==> src/hw/emri_regs.svh <==
// Constants for the master request and PCI interrupt steering block
`ifndef EMRI_REGS_SVH
`define EMRI_REGS_SVH
`define EMRI_NUM_DED       4
`define EMRI_NUM_SHR       4
`define EMRI_NUM_SLOT      8
`define EMRI_MODE_ALL_IRQ  2'h0
`define EMRI_MODE_ONE_REQ  2'h1
`define EMRI_MODE_TWO_REQ  2'h2
`define EMRI_MODE_ALL_REQ  2'h3
`define EMRI_NO_SLOT       4'hf
`define EMRI_ROUTE_W       4
`define EMRI_ROUTE_OFF     4'h0
`define EMRI_IRQ_W         16
`define EMRI_IRQ_VALID     16'hfef8
`endif

==> src/hw/emri_pkg.sv <==
// Types for the master request and PCI interrupt steering block
`default_nettype none
package emri_pkg;
  typedef enum logic [1:0]
  {
    EMRI_IDLE  = 2'b00,
    EMRI_OWNED = 2'b01,
    EMRI_DRAIN = 2'b10
  } emri_state_t;

  typedef struct packed
  {
    logic [3:0] slot;
    logic       busy;
  } emri_grant_t;
endpackage
`default_nettype wire

==> src/hw/emri_pirq_steer.sv <==
// Steering of PCI interrupt inputs onto legacy interrupt lines
`default_nettype none
`include "emri_regs.svh"
module emri_pirq_steer
  import emri_pkg::*;
(
  input  wire logic                          clk_in,
  input  wire logic                          rst_in,
  input  wire logic [`EMRI_NUM_SHR-1:0]      irq_en_in,
  input  wire logic [`EMRI_NUM_SHR-1:0]      pirq_n_in,
  input  wire logic [4*`EMRI_ROUTE_W-1:0]    route_in,
  output logic      [`EMRI_IRQ_W-1:0]        irq_out
);
  logic [`EMRI_IRQ_W-1:0] irq_next;
  logic [`EMRI_IRQ_W-1:0] irq_reg;

  // ***************
  // Steering
  // ***************
  always_comb
  begin
    irq_next = '0;
    for (int i = 0; i < `EMRI_NUM_SHR; i++)
    begin
      if (irq_en_in[i] && !pirq_n_in[i]
          && route_in[i*`EMRI_ROUTE_W +: `EMRI_ROUTE_W] != `EMRI_ROUTE_OFF)
      begin
        irq_next[route_in[i*`EMRI_ROUTE_W +: `EMRI_ROUTE_W]] = 1'b1;
      end
    end
    // Only IRQ3-7 and IRQ9-15 may be shared
    irq_next = irq_next & `EMRI_IRQ_VALID;
  end

  // Registered so the controller sees a clean level, one cycle late
  always_ff @(posedge clk_in or posedge rst_in)
  begin
    if (rst_in)
      irq_reg <= '0;
    else
      irq_reg <= irq_next;
  end

  assign irq_out = irq_reg;
endmodule
`default_nettype wire

==> src/hw/emri_top.sv <==
// Master request arbitration front end with shared PCI interrupt pins
// Operation
// - Requests are synchronous and sampled on every rising edge.
// - The end of the owner's last cycle is taken from the command strobe.
// - Mode bits 1:0 choose request or interrupt use for the four shared pins.
// - A shared pin used as request follows the dedicated request protocol.
// - A shared pin used as interrupt goes to the interrupt controller.
// - PCI interrupt inputs are level sensitive and active low.
// - Per-input routing selects IRQ3-7 or IRQ9-15 for each interrupt.
`default_nettype none
`include "emri_regs.svh"
module emri_top
  import emri_pkg::*;
(
  input  wire logic                       MCLK_IN,
  input  wire logic                       RST_IN,
  input  wire logic [`EMRI_NUM_DED-1:0]   MREQ_N_IN,
  input  wire logic [`EMRI_NUM_SHR-1:0]   SHARED_N_IN,
  input  wire logic                       CMD_N_IN,
  input  wire logic [1:0]                 MODE_SEL_IN,
  input  wire logic [4*`EMRI_ROUTE_W-1:0] PCI_IRQ_ROUTING_CTRL_IN,
  output logic      [`EMRI_NUM_SLOT-1:0]  MACK_N_OUT,
  output logic      [`EMRI_IRQ_W-1:0]     IRQ_OUT
);
  emri_state_t                state_reg;
  emri_state_t                state_next;
  emri_grant_t                grant_reg;
  emri_grant_t                grant_next;
  logic [`EMRI_NUM_SLOT-1:0]  req_reg;
  logic [`EMRI_NUM_SLOT-1:0]  req_next;
  logic [`EMRI_NUM_SLOT-1:0]  mack_n_reg;
  logic [`EMRI_NUM_SLOT-1:0]  mack_n_next;
  logic                       cmd_seen_reg;
  logic                       cmd_seen_next;
  logic [`EMRI_NUM_SHR-1:0]   irq_en;
  logic [3:0]                 win_slot;
  logic                       win_valid;
  logic                       own_req;
  logic                       last_done;

  // Shared pin 0 maps to slot 7; mode picks how many act as requests
  function automatic logic [`EMRI_NUM_SHR-1:0] shared_is_irq(input logic [1:0] mode);
    unique case (mode)
      `EMRI_MODE_ALL_IRQ: shared_is_irq = 4'hf;
      `EMRI_MODE_ONE_REQ: shared_is_irq = 4'he;
      `EMRI_MODE_TWO_REQ: shared_is_irq = 4'hc;
      `EMRI_MODE_ALL_REQ: shared_is_irq = 4'h0;
    endcase
  endfunction

  // Lowest pending slot wins; the fixed order keeps this block small
  function automatic logic [3:0] pick_slot(input logic [`EMRI_NUM_SLOT-1:0] req);
    pick_slot = `EMRI_NO_SLOT;
    for (int i = `EMRI_NUM_SLOT - 1; i >= 0; i--)
      if (req[i])
        pick_slot = 4'(i);
  endfunction

  // ***************
  // Request sampling
  // ***************
  // mode bits select pin use
  assign irq_en = shared_is_irq(MODE_SEL_IN);

  always_comb
  begin
    req_next[`EMRI_NUM_DED-1:0] = ~MREQ_N_IN;
    for (int i = 0; i < `EMRI_NUM_SHR; i++)
      req_next[`EMRI_NUM_SLOT-1-i] = ~SHARED_N_IN[i] & ~irq_en[i];
  end

  always_ff @(posedge MCLK_IN or posedge RST_IN)
  begin
    if (RST_IN)
      req_reg <= '0;
    else
      req_reg <= req_next;
  end

  // ***************
  // Arbitration
  // ***************
  // Winner, owner and release terms shared by the three groups below
  assign win_slot  = pick_slot(req_reg);
  assign win_valid = (win_slot != `EMRI_NO_SLOT);
  assign own_req   = grant_reg.busy && req_reg[grant_reg.slot[2:0]];
  // last cycle ends with command strobe
  assign last_done = cmd_seen_reg && CMD_N_IN;

  // ***************
  // Ownership state
  // ***************
  always_comb
  begin
    state_next = state_reg;
    unique case (state_reg)
      EMRI_IDLE:
      begin
        if (win_valid)
          state_next = EMRI_OWNED;
      end
      EMRI_OWNED:
      begin
        // Release starts once the owner drops its request
        if (!own_req)
          state_next = EMRI_DRAIN;
      end
      EMRI_DRAIN:
      begin
        if (last_done)
          state_next = EMRI_IDLE;
      end
      default:
      begin
        state_next = EMRI_IDLE;
      end
    endcase
  end

  always_ff @(posedge MCLK_IN or posedge RST_IN)
  begin
    if (RST_IN)
      state_reg <= EMRI_IDLE;
    else
      state_reg <= state_next;
  end

  // ***************
  // Command strobe watch
  // ***************
  // Strobes before the request drops are not counted, so earlier
  // cycles of the owner cannot end its tenure too soon
  always_comb
  begin
    cmd_seen_next = cmd_seen_reg;
    if (state_reg == EMRI_IDLE && win_valid)
      cmd_seen_next = 1'b0;
    else if (state_reg == EMRI_DRAIN && !CMD_N_IN)
      cmd_seen_next = 1'b1;
  end

  always_ff @(posedge MCLK_IN or posedge RST_IN)
  begin
    if (RST_IN)
      cmd_seen_reg <= 1'b0;
    else
      cmd_seen_reg <= cmd_seen_next;
  end

  // ***************
  // Grant outputs
  // ***************
  always_comb
  begin
    grant_next  = grant_reg;
    mack_n_next = mack_n_reg;
    unique case (state_reg)
      EMRI_IDLE:
      begin
        if (win_valid)
        begin
          grant_next.slot = win_slot;
          grant_next.busy = 1'b1;
          mack_n_next     = ~(`EMRI_NUM_SLOT'(1) << win_slot);
        end
      end
      EMRI_OWNED:
      begin
        // Grant stands through OWNED and DRAIN until last_done ends the owner's last cycle
        mack_n_next = mack_n_reg;
      end
      EMRI_DRAIN:
      begin
        if (last_done)
        begin
          mack_n_next = '1;
          grant_next  = '{slot: `EMRI_NO_SLOT, busy: 1'b0};
        end
      end
      default:
      begin
        mack_n_next = '1;
        grant_next  = '{slot: `EMRI_NO_SLOT, busy: 1'b0};
      end
    endcase
  end

  always_ff @(posedge MCLK_IN or posedge RST_IN)
  begin
    if (RST_IN)
    begin
      grant_reg  <= '{slot: `EMRI_NO_SLOT, busy: 1'b0};
      mack_n_reg <= '1;
    end
    else
    begin
      grant_reg  <= grant_next;
      mack_n_reg <= mack_n_next;
    end
  end

  assign MACK_N_OUT = mack_n_reg;

  // ***************
  // Interrupt path
  // ***************
  // interrupt pins to controller
  emri_pirq_steer u_steer
  (
    .clk_in    (MCLK_IN),
    .rst_in    (RST_IN),
    .irq_en_in (irq_en),
    .pirq_n_in (SHARED_N_IN),
    .route_in  (PCI_IRQ_ROUTING_CTRL_IN),
    .irq_out   (IRQ_OUT)
  );
endmodule
`default_nettype wire

==> config.mk <==
export PLATFORM = sky130hd
export DESIGN_NAME = emri_top
export DESIGN_NICKNAME = d
export VERILOG_FILES = /design/src/hw/emri_pkg.sv /design/src/hw/emri_pirq_steer.sv /design/src/hw/emri_top.sv
export VERILOG_INCLUDE_DIRS = /design/src /design/src/hw
export SDC_FILE = /design/constraint.sdc
export NUM_CORES = 1
export LEC_CHECK = 0
export BUFFER_PORTS_ARGS = -buffer_cell sky130_fd_sc_hd__buf_2
export CAP_MARGIN = 10
export CORE_MARGIN = 2
export CORE_UTILIZATION = 54
export CTS_CLUSTER_SIZE = 30
export DETAILED_ROUTE_END_ITERATION = 16
export PLACE_DENSITY = 0.95
export SLEW_MARGIN = 20
export SYNTH_ARGS = -nofsm -noshare
export SYNTH_HDL_FRONTEND = slang
export SYNTH_SLANG_ARGS = --single-unit
==> constraint.sdc <==
create_clock -name MCLK_IN -period 2.46 [get_ports MCLK_IN]
set_input_delay 0.123 -clock MCLK_IN [delete_from_list [all_inputs] [get_ports MCLK_IN]]
set_output_delay 0.123 -clock MCLK_IN [all_outputs]
set_load 0.1 [all_outputs]
=== Yosys cells after proc, flatten, opt, wreduce, memory -nomap -nowiden ===
Index checks and enable logic that the tools add are counted.

* Register bits after elaboration: 35
* Bits of input ports: 29
* Output and inout bits: 24
* Word-level logic and storage cells: 109

* Order comparisons: 9
* Eq/ne operators: 9
* Shifts and indexed selects: 1
* Multiplexer cells: 35
* Bitwise gates (word level): 18
* Reduce and logical (&&, ||, !) cells: 30

{| class="wikitable"
|+ Operator list
! cell !! count
|-
| 16-bit two-way mux || 4
|-
| 16-bit OR || 3
|-
| 4-bit two-way mux || 10
|-
| 8-bit case mux with 3 select lines || 1
|-
| 4-bit by 5-bit < comparator with 1-bit output, second input constant || 4
|-
| 1-bit demux with 4-bit select || 4
|-
| 4-bit by 1-bit >= comparator with 1-bit output, second input constant || 4
|-
| 1-bit logical AND || 16
|-
| 8-bit two-way mux || 2
|-
| 4-bit case mux with 4 select lines || 1
|-
| 4-bit nonzero test || 4
|-
| 4-bit case mux with 3 select lines || 1
|-
| 1-bit inverter || 9
|-
| 8-bit inverter || 1
|-
| 1-bit by 4-bit left shift with 8-bit output, first input constant || 1
|-
| 1-bit two-way mux || 7
|-
| 2-bit equality test, second input constant || 3
|-
| 2-bit two-way mux || 3
|-
| 2-bit inequality test, second input constant || 3
|-
| 2-bit case mux with 3 select lines || 1
|-
| 3-bit AND reduction || 2
|-
| 1-bit zero test || 5
|-
| 1-bit bitwise AND || 4
|-
| 2-bit by 1-bit equality test with 1-bit output, second input constant || 2
|-
| 6 further kinds || 7
|}

=== Longest topological paths before layout ===
* Depth after elaboration: 12
* Mapped depth: 5
* Mapped depth without buffers: 4

=== Cells and area by module ===
Synthesis repeated with hierarchy kept, for this count alone.

* Cells, all modules: 174
* Area total of the unflattened synthesis: 1896.8 um2

{| class="wikitable"
|+ By module, submodules not included
! module !! times used !! cells an instance !! area an instance (um2) !! sequential area each (um2)
|-
| emri_top || 1 || 86 || 1052.3 || 589.3
|-
| emri_pirq_steer || 1 || 88 || 844.6 || 300.3
|}

=== Worst setup path after synthesis ===
No wires, ideal clock.

* Path type: register to register
* From: reg grant_reg[1] (netlist bit)
* To: reg state_reg[0]
* Setup time: 0.118 ns
* Arrival: 1.401 ns
* Data required time: 2.342 ns
* Setup slack: 0.940 ns
* Stages on the path, launching flop included: 5
* Path buffers: 0
* Period minus slack after synthesis: 1.520 ns
* Cells stage by stage: dfstp_2 mux4_2 nor2_1 nor3_2 a21o_1

* Longest elaborated chain between the ends: 5

{| class="wikitable"
|+ RTL lines
! item !! line !! RTL
|-
| start: declaration || emri_top.sv:27 || <nowiki>emri_grant_t grant_reg;</nowiki>
|-
| start signal: assignment || emri_top.sv:192 || <nowiki>grant_reg <= '{slot: `EMRI_NO_SLOT, busy: 1'b0};</nowiki>
|-
| start signal: assignment || emri_top.sv:197 || <nowiki>grant_reg <= grant_next;</nowiki>
|-
| 1-bit binary-select mux with 3-bit select || emri_top.sv:86 || <nowiki>assign own_req = grant_reg.busy && req_reg[grant_reg.slot[2:0]];</nowiki>
|-
| 1-bit two-way mux (implied by the code) || emri_top.sv:86 ||
|-
| 1-bit logical AND || emri_top.sv:86 ||
|-
| 2-bit inequality test (no line) || n/a ||
|-
| 3-bit AND reduction (no line) || n/a ||
|-
| end signal: assignment || emri_top.sv:125 || <nowiki>state_reg <= state_next;</nowiki>
|-
| end: declaration || emri_top.sv:25 || <nowiki>emri_state_t state_reg;</nowiki>
|}

No other way between the ends. The select of a mux whose other input is x is not followed.
A chain may end at the register's enable or synchronous reset.

=== Worst setup path after layout ===
Same ends and word-level chain as after synthesis.

==> run metrics <==
Routed wire per std cell=16.0 µm; Final min period=1.60 ns; #FFs+latches synth=35; post-route cell area=0.00225 mm²; worst endpoint required time=2.70 ns; commonest non-fill, non-tap cells in the layout=48 x buf_2, 24 x dfrtp_1, 20 x nor2_1; actual slew at the worst max-slew pin=0.548 ns; Async SR Flop Fraction=100%; Max clock buf depth=2; Hold Startpoint=MODE_SEL_IN[0]; post-synthesis cell count=186; Port-buffer cells=48; htree depth=2; most common cell after layout, fill and taps aside=buf_2; Max rail drop VDD=0.427 mV; first-pass GRT wire length=7860 µm; Layout area overhead=22.1%; Max-cap violations=0; LEAKAGE=1.07 nW; Worst Setup Start Kind=flip-flop; FP Rows=21; YS warnings=0; Final Max Slew Viols=0; Hold Crit Class=in -> reg; status=finished clean; Post-synth EDFFs=0; R2R cell count=4; CP endpoint=state_reg[0]; final net count=276; final hold viol count=0; pwr/cell area=838 mW/mm²; CTS tree=yes; endpoints failing setup=0; final antenna-violating net count=0; Top Ports=53; Die Wd=62.5 µm; setup TNS=0 ns; final WL=4710 µm; worst reg-to-reg setup slack=0.86 ns; mapped cell area=0.00185 mm²; Rel. slew slack=63.0%; critical path class=reg -> reg; Clock Skews=0.0108 ns; Num Clock Sinks=35; endpoint class of the critical path=flip-flop; largest net degree at the start of global routing=36; critical-path maximum fanout=5; largest area contributor in the netlist=dfrtp_1; CTS Buf Count=5; DP HPWL=3460 µm; Yosys cell types=49; Worst-path clk slew=0.09 ns; initial antenna violation count=0; Cell Area, Placed=0.00211 mm²; # diodes=0; RSZ-0062 raised after global routing=false; data arrival time of the worst path=1.84 ns; mean number of vias per cell=5.94; reg2reg start=grant_reg[1]; Syn Area/Cell=9.92 µm²; layout cell share with drive strength beyond 1=29.8%; GRT Overall Usage=26.0%; GRT Residual Overflow=0; Resized Gates After CTS=0; Root Driver=clkbuf_4; final weighted congestion in routability-driven placement=0.960; top area cells in the synthesized netlist=dfrtp_1 33%, dfstp_2 16%, nand3_1 5.2%, nor2_1 4.1%, nor2b_1 2.7%; fmax=625 MHz; Worst Setup SP=grant_reg[1]; Final Cycle Share=65.0%; post-CTS setup buffers=0; number of global-route vias before repair=1706; drt initial violations=140; Die ar.=0.00390 mm²; Synth Flop Type=dfrtp_1; 1st-pass router iterations=4; chip height=62.5 µm; DR vias=1746; clk_lat worst skew=0.35 ns; sequential area share after synthesis=48.2%; area of the core=0.00331 mm²; DRC errors left=0; Starting Density=55.7%; Synth top area share=32.5%; max FFs per register=12; reg-to-reg endpoint=state_reg[0]
[worst min-delay path by stage]
stage | slack (ns) | cells after the start | to
finish | 0.08 | 3 | req_reg[7]
global route | 0.06 | 3 | req_reg[7]
CTS | 0.06 | 3 | req_reg[7]
detailed placement | 0.24 | 3 | u_steer.irq_out[13]
global placement | 0.23 | 3 | u_steer.irq_out[13]
floorplan | 0.18 | 1 | req_reg[0]
[stage by stage]
step	total power [W]	setup WS, ns	cells	hold slack (ns)	util (%)
floorplan	0.00146	0.940	189	0.182	-
global placement	0.00156	0.920	277	0.227	63.8
detailed placement	0.00159	0.871	277	0.237	63.8
CTS	0.00190	0.852	294	0.0627	68.1
global route	0.00199	0.721	294	0.0620	68.1
finish	0.00189	0.860	294	0.0793	68.1
[where the power goes]
group | switching (W) | internal (W) | leakage [nW]
combinational | 0.000548 | 0.000248 | 0.615
sequential | 0.0000856 | 0.000712 | 0.428
clock | 0.000183 | 0.000111 | 0.0293
total | 0.000817 | 0.00107 | 1.07
[layer usage]
| layer | vias up | share of wire [%] | track usage [%] |
|---|---|---|---|
| met2 | 101 | 49 | 43.1 |
| met4 | 0 | 1.8 | 11.7 |
| met5 | - | 0 | 0 |
| met3 | 11 | 8.2 | 7.03 |
| li1 | 804 | - | - |
| met1 | 830 | 41 | 31.7 |
[layout make-up]
type,instances,area [µm²]
Fill cell,276,1060
Multi-Input combinational cell,134,870
Inverter,13,48.8
Sequential cell,35,890
Timing Repair Buffer,58,338
Tap cell,46,57.6
Clock inverter,1,5.00
Clock buffer,7,45.0
[synth_stat cells (2+ instances only)]
cell       number
clkbuf_1        2
nor2_1         20
o31ai_1         2
nand3b_1        2
a32oi_1         5
nor3_2          2
and3_1          5
nor3_1          2
nand3_1        19
o21a_1          2
a22oi_1         5
a2bb2oi_1       5
o221ai_1        2
dfstp_2        11
nand4_1         3
dfrtp_1        24
buf_4           4
nand2b_1        2
nand2_1        12
a21oi_1         4
inv_1          13
nor2b_1         8
a21o_1          3
o32a_1          3
nor4b_1         2
[kinds of logic (layout without fill, tap and decap cells)]
kind of cell	after synthesis	after routing	synth area share, %
AND/OR/NAND/NOR	86	86	25.9
AO/OA/AOI/OAI	42	42	18.6
flip-flops	35	35	48.2
buffers and inverters	20	79	5.29
multiplexers	2	2	1.76
other	1	4	0.203
[worst max-delay path, cell delays in order, from the launching register on]
cell and delay [ns]:
dfstp_2 0.59, mux4_2 0.50, nor2_1 0.13, nor3_2 0.08, a21o_1 0.20
[repair_timing]
item,in CTS,in global routing
hold buffers,9,0
endpoints found under the hold margin,32,0
endpoints found under the setup margin,0,0
No activity file was read; power rests on OpenSTA's default activity.
